`src/rtl/mirc_defines.vh`:
```
// Shared constants for the modem interface and reverse channel block
`ifndef MIRC_DEFINES_VH
`define MIRC_DEFINES_VH
// Synchroniser depth
`define MIRC_SYNC_STAGES 2
// Reset levels of the relay registers
`define MIRC_RST_READY 1'h0
`define MIRC_RST_STOP 1'h0
`define MIRC_RST_HOLD 1'h0
`define MIRC_RST_REVCH 1'h0
`define MIRC_RST_TERM_READY 1'h1
`define MIRC_RST_BLIND_N 1'h0
`define MIRC_RST_CARRIER 1'h0
`define MIRC_RST_HALT 1'h1
`define MIRC_RST_ALARM 1'h0
// Buffer depth and pointer width
`define MIRC_BUF_DEPTH 2
`define MIRC_BUF_PW 1
// Positions of the inhibit word
`define MIRC_INH_LATCH 0
`define MIRC_INH_ERRCHK 1
`define MIRC_INH_ACC 2
`define MIRC_INH_BLIND 3
`define MIRC_INH_W 4
`endif

```
`src/rtl/mirc_top.v`:
```
// Station control data set interface and reverse channel logic
//
// Contract
// - Pin inputs and outputs carry EIA sense: 1 means positive/on, 0 negative/off.
// - Ring indicator inactive keeps terminal-ready asserted.
// - Ring indicator active drops terminal-ready; answering is manual.
// - Data-set-ready on sets the internal ready flag.
// - Ready flag off holds punch-blind asserted low.
// - Receive clock is synchronised and forwarded as a neutral level.
// - Receive data is synchronised and passed unchanged to the distributor.
// - Carrier feeds punch blind; carrier indication updates only while ready.
// - Remote-halt indicator lit while carrier absent, off while present.
// - Reverse-channel output high requests, low withdraws the request.
// - Request only when all inhibits inactive; any inhibit holds it off.
// - Stop or hold latch set holds the request off.
// - With latches clear, error-check module line controls the request.
// - Accessory inhibit input also holds the request off.
// - Punch-blind combination active holds the request off.
// - Test position forces ready and stops carrier affecting punch blind.
// - Any module alarm asserts common alarm, setting stop and hold latches.
`default_nettype none
`include "mirc_defines.vh"
module mirc_top
(
  // Clock and reset
  input wire CLK_SYS,
  input wire SRST,
  // Data set control pins, 1 = on
  input wire RING_IND,
  input wire DSET_READY,
  input wire CARRIER_DET,
  output wire TERM_READY,
  output wire REV_CHAN_REQ,
  // Data set stream pins
  input wire RX_CLK,
  input wire RX_DATA,
  // Terminal side stream
  output wire RX_CLK_OUT,
  output wire RX_DATA_OUT,
  output wire RX_BIT_VALID,
  output wire RX_BIT_DATA,
  input wire RX_BIT_READY,
  // Operator and module inputs
  input wire TEST_OPERATE_SELECTOR,
  input wire STOP_RESET_BUTTON,
  input wire ERROR_CHECK_MODULE_RC_ON,
  input wire ACCESSORY_INHIBIT,
  input wire FEED_ALARM,
  input wire BACKUP_ALARM,
  input wire PUNCH_VERIFY_ALARM,
  // Status outputs
  output wire READY,
  output wire PUNCH_BLIND_N,
  output wire CARRIER_IND,
  output wire REMOTE_HALT,
  output wire COMMON_ALARM,
  output wire STOP_LATCH,
  output wire HOLD_LATCH
);
  //////////////////////////////////////////////////////////////////////////////
  // Synchronisers
  wire ri_s;
  wire dsr_s;
  wire cd_s;
  wire rxc_s;
  wire rxd_s;
  wire test_s;
  wire btn_s;
  wire ec_s;
  wire acc_s;
  wire fa_s;
  wire ba_s;
  wire pa_s;
  mirc_sync u_sync_ri
  (
    .clk(CLK_SYS),
    .srst(SRST),
    .din(RING_IND),
    .dout(ri_s)
  );
  mirc_sync u_sync_dsr
  (
    .clk(CLK_SYS),
    .srst(SRST),
    .din(DSET_READY),
    .dout(dsr_s)
  );
  mirc_sync u_sync_cd
  (
    .clk(CLK_SYS),
    .srst(SRST),
    .din(CARRIER_DET),
    .dout(cd_s)
  );
  mirc_sync u_sync_rxc
  (
    .clk(CLK_SYS),
    .srst(SRST),
    .din(RX_CLK),
    .dout(rxc_s)
  );
  mirc_sync u_sync_rxd
  (
    .clk(CLK_SYS),
    .srst(SRST),
    .din(RX_DATA),
    .dout(rxd_s)
  );
  mirc_sync u_sync_test
  (
    .clk(CLK_SYS),
    .srst(SRST),
    .din(TEST_OPERATE_SELECTOR),
    .dout(test_s)
  );
  mirc_sync u_sync_btn
  (
    .clk(CLK_SYS),
    .srst(SRST),
    .din(STOP_RESET_BUTTON),
    .dout(btn_s)
  );
  mirc_sync u_sync_ec
  (
    .clk(CLK_SYS),
    .srst(SRST),
    .din(ERROR_CHECK_MODULE_RC_ON),
    .dout(ec_s)
  );
  mirc_sync u_sync_acc
  (
    .clk(CLK_SYS),
    .srst(SRST),
    .din(ACCESSORY_INHIBIT),
    .dout(acc_s)
  );
  mirc_sync u_sync_fa
  (
    .clk(CLK_SYS),
    .srst(SRST),
    .din(FEED_ALARM),
    .dout(fa_s)
  );
  mirc_sync u_sync_ba
  (
    .clk(CLK_SYS),
    .srst(SRST),
    .din(BACKUP_ALARM),
    .dout(ba_s)
  );
  mirc_sync u_sync_pa
  (
    .clk(CLK_SYS),
    .srst(SRST),
    .din(PUNCH_VERIFY_ALARM),
    .dout(pa_s)
  );

  //////////////////////////////////////////////////////////////////////////////
  // Relay registers
  reg dtr_q;
  reg ready_q;
  reg blind_n_q;
  reg cd_ind_q;
  reg halt_q;
  reg alarm_q;
  reg stop_q;
  reg hold_q;
  reg btn_prev_q;
  reg rc_q;
  reg rxc_q;
  reg rxd_q;
  reg rxc_prev_q;
  reg bit_valid_q;
  reg bit_data_q;
  wire ready_d;
  wire blind_act;
  wire alarm_d;
  wire btn_rise;
  wire btn_fall;
  wire [`MIRC_INH_W-1:0] inhibit;
  wire rc_d;

  assign ready_d = dsr_s | test_s;
  assign blind_act = ~ready_q | (~cd_s & ~test_s);
  assign alarm_d = fa_s | ba_s | pa_s;
  assign btn_rise = btn_s & ~btn_prev_q;
  assign btn_fall = ~btn_s & btn_prev_q;

  assign inhibit[`MIRC_INH_LATCH] = stop_q | hold_q;
  assign inhibit[`MIRC_INH_ERRCHK] = ~ec_s;
  assign inhibit[`MIRC_INH_ACC] = acc_s;
  assign inhibit[`MIRC_INH_BLIND] = blind_act;
  assign rc_d = ~(|inhibit);

  always @(posedge CLK_SYS)
  begin
    if (SRST)
    begin
      dtr_q <= `MIRC_RST_TERM_READY;
      ready_q <= `MIRC_RST_READY;
      blind_n_q <= `MIRC_RST_BLIND_N;
      cd_ind_q <= `MIRC_RST_CARRIER;
      halt_q <= `MIRC_RST_HALT;
      alarm_q <= `MIRC_RST_ALARM;
      stop_q <= `MIRC_RST_STOP;
      hold_q <= `MIRC_RST_HOLD;
      btn_prev_q <= 1'h0;
      rc_q <= `MIRC_RST_REVCH;
    end
    else
    begin
      dtr_q <= ~ri_s;
      ready_q <= ready_d;
      blind_n_q <= ~blind_act;
      if (ready_q)
        cd_ind_q <= cd_s;
      halt_q <= ~cd_s;
      alarm_q <= alarm_d;
      btn_prev_q <= btn_s;
      if (alarm_q)
      begin
        stop_q <= 1'h1;
        hold_q <= 1'h1;
      end
      else if (!ready_q)
      begin
        // No call: stop only while pressed
        stop_q <= btn_s;
        hold_q <= btn_s;
      end
      else
      begin
        // Call in progress: press sets, second press clears stop, release clears hold
        if (btn_rise && !hold_q)
        begin
          stop_q <= 1'h1;
          hold_q <= 1'h1;
        end
        else if (btn_rise && hold_q)
          stop_q <= 1'h0;
        else if (btn_fall && !stop_q)
          hold_q <= 1'h0;
      end
      rc_q <= rc_d;
    end
  end

  //////////////////////////////////////////////////////////////////////////////
  // Receive stream
  wire buf_in_ready;
  wire buf_out_valid;
  wire buf_out_data;
  wire rxc_rise;
  assign rxc_rise = rxc_s & ~rxc_prev_q;

  always @(posedge CLK_SYS)
  begin
    if (SRST)
    begin
      rxc_q <= 1'h0;
      rxd_q <= 1'h0;
      rxc_prev_q <= 1'h0;
      bit_valid_q <= 1'h0;
      bit_data_q <= 1'h0;
    end
    else
    begin
      rxc_q <= rxc_s;
      rxd_q <= rxd_s;
      rxc_prev_q <= rxc_s;
      if (!bit_valid_q || RX_BIT_READY)
      begin
        bit_valid_q <= buf_out_valid;
        if (buf_out_valid)
          bit_data_q <= buf_out_data;
      end
    end
  end

  mirc_buf u_buf
  (
    .clk(CLK_SYS),
    .srst(SRST),
    .in_valid(rxc_rise),
    .in_ready(buf_in_ready),
    .in_data(rxd_s),
    .out_valid(buf_out_valid),
    .out_ready(!bit_valid_q || RX_BIT_READY),
    .out_data(buf_out_data)
  );

  //////////////////////////////////////////////////////////////////////////////
  // Outputs
  // EIA sense on pins
  assign TERM_READY = dtr_q;
  assign REV_CHAN_REQ = rc_q;
  assign RX_CLK_OUT = rxc_q;
  assign RX_DATA_OUT = rxd_q;
  assign RX_BIT_VALID = bit_valid_q;
  assign RX_BIT_DATA = bit_data_q;
  assign READY = ready_q;
  assign PUNCH_BLIND_N = blind_n_q;
  assign CARRIER_IND = cd_ind_q;
  assign REMOTE_HALT = halt_q;
  assign COMMON_ALARM = alarm_q;
  assign STOP_LATCH = stop_q;
  assign HOLD_LATCH = hold_q;
endmodule
`default_nettype wire

```
`src/rtl/mirc_sync.v`:
```
// Two-flip-flop synchroniser for one asynchronous level
`default_nettype none
module mirc_sync
(
  // Clock and reset
  input wire clk,
  input wire srst,
  // Level
  input wire din,
  output wire dout
);
  reg s1_q;
  reg s2_q;
  always @(posedge clk)
  begin
    if (srst)
    begin
      s1_q <= 1'h0;
      s2_q <= 1'h0;
    end
    else
    begin
      s1_q <= din;
      s2_q <= s1_q;
    end
  end
  assign dout = s2_q;
endmodule
`default_nettype wire

```
`src/rtl/mirc_buf.v`:
```
// Two-entry valid/ready buffer for received data bits
`default_nettype none
`include "mirc_defines.vh"
module mirc_buf
(
  // Clock and reset
  input wire clk,
  input wire srst,
  // Fill side
  input wire in_valid,
  output wire in_ready,
  input wire in_data,
  // Drain side
  output wire out_valid,
  input wire out_ready,
  output wire out_data
);
  reg [`MIRC_BUF_DEPTH-1:0] mem_q;
  reg [`MIRC_BUF_PW-1:0] wp_q;
  reg [`MIRC_BUF_PW-1:0] rp_q;
  reg [`MIRC_BUF_PW:0] cnt_q;
  wire push;
  wire pop;
  assign in_ready = (cnt_q != 2'h2);
  assign out_valid = (cnt_q != 2'h0);
  assign out_data = mem_q[rp_q];
  assign push = in_valid & in_ready;
  assign pop = out_valid & out_ready;
  always @(posedge clk)
  begin
    if (srst)
    begin
      mem_q <= 2'h0;
      wp_q <= 1'h0;
      rp_q <= 1'h0;
      cnt_q <= 2'h0;
    end
    else
    begin
      if (push)
      begin
        mem_q[wp_q] <= in_data;
        wp_q <= wp_q + 1'h1;
      end
      if (pop)
        rp_q <= rp_q + 1'h1;
      if (push && !pop)
        cnt_q <= cnt_q + 2'h1;
      else if (pop && !push)
        cnt_q <= cnt_q - 2'h1;
    end
  end
endmodule
`default_nettype wire

```
`config.mk`:
```
export PLATFORM = sky130hd
export DESIGN_NAME = mirc_top
export DESIGN_NICKNAME = d
export VERILOG_FILES = /design/src/rtl/mirc_top.v /design/src/rtl/mirc_sync.v /design/src/rtl/mirc_buf.v
export VERILOG_INCLUDE_DIRS = /design/src /design/src/rtl
export SDC_FILE = /design/constraint.sdc
export NUM_CORES = 1
export LEC_CHECK = 0
export BUFFER_PORTS_ARGS = -buffer_cell sky130_fd_sc_hd__buf_2
export CAP_MARGIN = 0
export CELL_PAD_IN_SITES_DETAIL_PLACEMENT = 1
export CELL_PAD_IN_SITES_GLOBAL_PLACEMENT = 2
export CORE_ASPECT_RATIO = 2
export CORE_MARGIN = 3
export CORE_UTILIZATION = 30
export DETAILED_ROUTE_END_ITERATION = 10
export GPL_ROUTABILITY_DRIVEN = 0
export PLACE_DENSITY_LB_ADDON = 0.1
export SYNTH_ARGS = -nofsm -noshare
export SYNTH_HDL_FRONTEND = slang
export SYNTH_SLANG_ARGS = --single-unit
```
`constraint.sdc`:
```
create_clock -name CLK_SYS -period 1.7 [get_ports CLK_SYS]
set_input_delay 0.085 -clock CLK_SYS [delete_from_list [all_inputs] [get_ports CLK_SYS]]
set_output_delay 0.085 -clock CLK_SYS [all_outputs]
set_load 0.03 [all_outputs]
```
==> results.py <==
metrics = {
    "status": {
        "outcome": "complete, no violations",
    },
    "grt": {
        "grt_usage_pct": 10.9,
        "grt_antenna_before_repair": 0,
        "grt-busiest-layer": "met2",
        "grt_pass1_wl_um": 4230,
        "grt_overflow": 0,
        "use_met1_pct": 8.98,
        "grt_max_degree": 21,
        "grt_util_met2_pct": 20.6,
        "first_global_vias": 968,
        "met3_usage_pct": 3.04,
    },
    "routing": {
        "dr_total_vias": 983,
        "wl_per_cell_um": 11.4,
        "drc": 0,
        "antenna_left": 0,
        "initialDrtViolationCount": 7,
        "routed_wl_um": 2600,
        "firstDrtPassIters": 2,
        "vias_per_cell": 4.31,
    },
    "flow_run": {
        "drv_cap": 0,
    },
    "clocking": {
        "cts_buffers": 5,
        "ctsResizeCount": 0,
        "h-tree-depth": 2,
        "cts.clk_slew.worst_paths_ps": 80,
        "cts_buffer_depth": 2,
        "clk_latency_ps": 290,
        "cts_sinks": 44,
        "root_buffer": "clkbuf_8",
        "cts_tree": "done",
    },
    "critical_path": {
        "cp-start-kind": "flop",
        "cp.arrival_ps": 1750,
        "crit_type": "flop to flop",
        "worstRegToRegCells": 5,
        "path_max_fanout": 5,
        "worstSetupEndpointType": "flop",
        "required_ps": 1920,
    },
    "timing": {
        "rsz0062_at_grt": "false",
        "setup_tns_ps": 0,
        "setup_ws_ps": 167,
        "maxSlewViolCount": 0,
        "fin_crit_ps": 1530,
        "worst_slew_pin_slew_ps": 340,
        "relSlewSlack_pct": 77.4,
        "hold_viol_final": 0,
        "post-route-period-util_pct": 90.2,
        "setup_viol": 0,
        "skew_ps": 3.46,
        "clock.fmax_ghz": 0.652,
    },
    "synthesis": {
        "yosys_register_bits": 44,
        "ys_types": 23,
        "synth_cells": 129,
        "yosysSeqAreaShare_pct": 62.7,
        "ys_warn_count": 0,
        "syn-cell-area_um2": 1400,
        "syn_avg_cell_area_um2": 10.9,
        "syn_nets": 145,
    },
    "placed_design": {
        "placed_area_um2": 1610,
        "dp_hpwl_um": 1890,
        "dp_cells": 208,
        "dp_slack_ps": 179,
        "io_buffers": 27,
    },
    "power_and_ir_drop": {
        "p_leak_nw": 0.757,
        "peakVddDrop_uv": 667,
        "p_per_area_nw_per_um2": 1190,
        "p_total_w": 0.00216,
    },
    "cells_and_area": {
        "antennaDiodeCount": 0,
        "final_cell_mix": "44 x dfxtp_1, 27 x nor2b_1, 27 x buf_2",
        "reg_top3": "u_buf.cnt_q: 2 flops, u_buf.mem_q: 2 flops",
        "fin_cells": 228,
        "layout_commonest_cell": "dfxtp_1",
        "final_area_um2": 1820,
        "area_delta_synth_final_pct": 29.6,
        "drive_gt1_share_pct": 22.4,
        "nets": 189,
    },
    "hold_path": {
        "hp-class": "input port to flop",
        "whs_path_depth": 3,
    },
    "die": {
        "fp.dieW_um": 54.4,
        "dieHeight_um": 103,
        "core_area_um2": 4420,
        "start_util_pct": 31.7,
        "fp-row-count": 34,
        "ios": 28,
        "dieArea_um2": 5590,
    },
}
[cell families after synthesis]
family,after synthesis,synth area share [%]
and+or+nand+nor,58,25.0
xor gates and xnor gates,2,1.25
adders and majority gates,1,0.891
buffers and inverters,5,1.43
DFF,44,62.7
AOI/OAI and AO/OA,15,5.88
muxes,4,2.85
[where the power goes]
part	internal [W]	total (W)	switching, W
combinational	0.000157	0.000330	0.000173
clock	0.000330	0.000658	0.000328
sequential	0.00111	0.00117	0.0000622
total	0.00160	0.00216	0.000564
[metrics by stage]
| step | util (%) | hold slack [ps] |
|---|---|---|
| floorplan | - | 170 |
| global placement | 36.3 | 293 |
| detailed placement | 36.3 | 301 |
| CTS | 41.1 | 138 |
| global route | 41.1 | 153 |
| finish | 41.1 | 149 |
[layout make-up]
type	instances	area, µm²
clock inverters	1	7.51
multi-input cells	80	503
clock buffers	7	86.3
repair buffers	41	270
well taps	54	67.6
inverters	1	3.75
flip-flops and latches	44	881
fillers	515	2610
[routing by layer]
layer	share of wire [%]	wire (µm)
met4	3.6	93
met3	4.2	110
met5	0	0
met2	55	1430
met1	37	970
[cell usage after synthesis, drive strengths merged]
library cell,count,area [µm²]
or3,4,30.0
nor2,10,37.5
o21ai,5,25.0
ha,1,12.5
a32oi,1,8.76
nand2,1,3.75
nor3b,2,15.0
and4b,1,10.0
mux2i,4,40.0
buf,1,5.00
nand4b,1,8.76
or2,1,6.26
xor2,2,17.5
clkbuf,3,11.3
a21oi,8,40.0
nand2b,9,56.3
nor2b,28,178
dfxtp,44,881
nor3,1,5.00
inv,1,3.75
a311oi,1,8.76
[critical path, cell delays in order (launching register included)]
cell and delay, ps:
dfxtp_1 380, nor2b_2 220, nor2_1 70, ha_1 310, or3_1 350, a21oi_1 140
[worst paths after layout]
kind,endpoint,slack (ps),from
worst max-delay path,u_buf.cnt_q[1]$_SDFFE_PP0P_,170,u_buf.cnt_q[1]$_SDFFE_PP0P_
worst min-delay path,RX_BIT_VALID$_SDFFE_PP0P_,150,RX_BIT_READY
worst max register to register,u_buf.cnt_q[1]$_SDFFE_PP0P_,170,u_buf.cnt_q[1]$_SDFFE_PP0P_
worst min register to register,TERM_READY$_SDFF_PP1_,390,u_sync_ri.dout$_SDFF_PP0_
[timing repair]
action / 4_1_cts / 5_1_grt
hold endpoints to repair: 12 / 0
setup buffers: 0 / 0
hold buffers: 12 / 0
No activity file was read; power rests on OpenSTA's default activity.
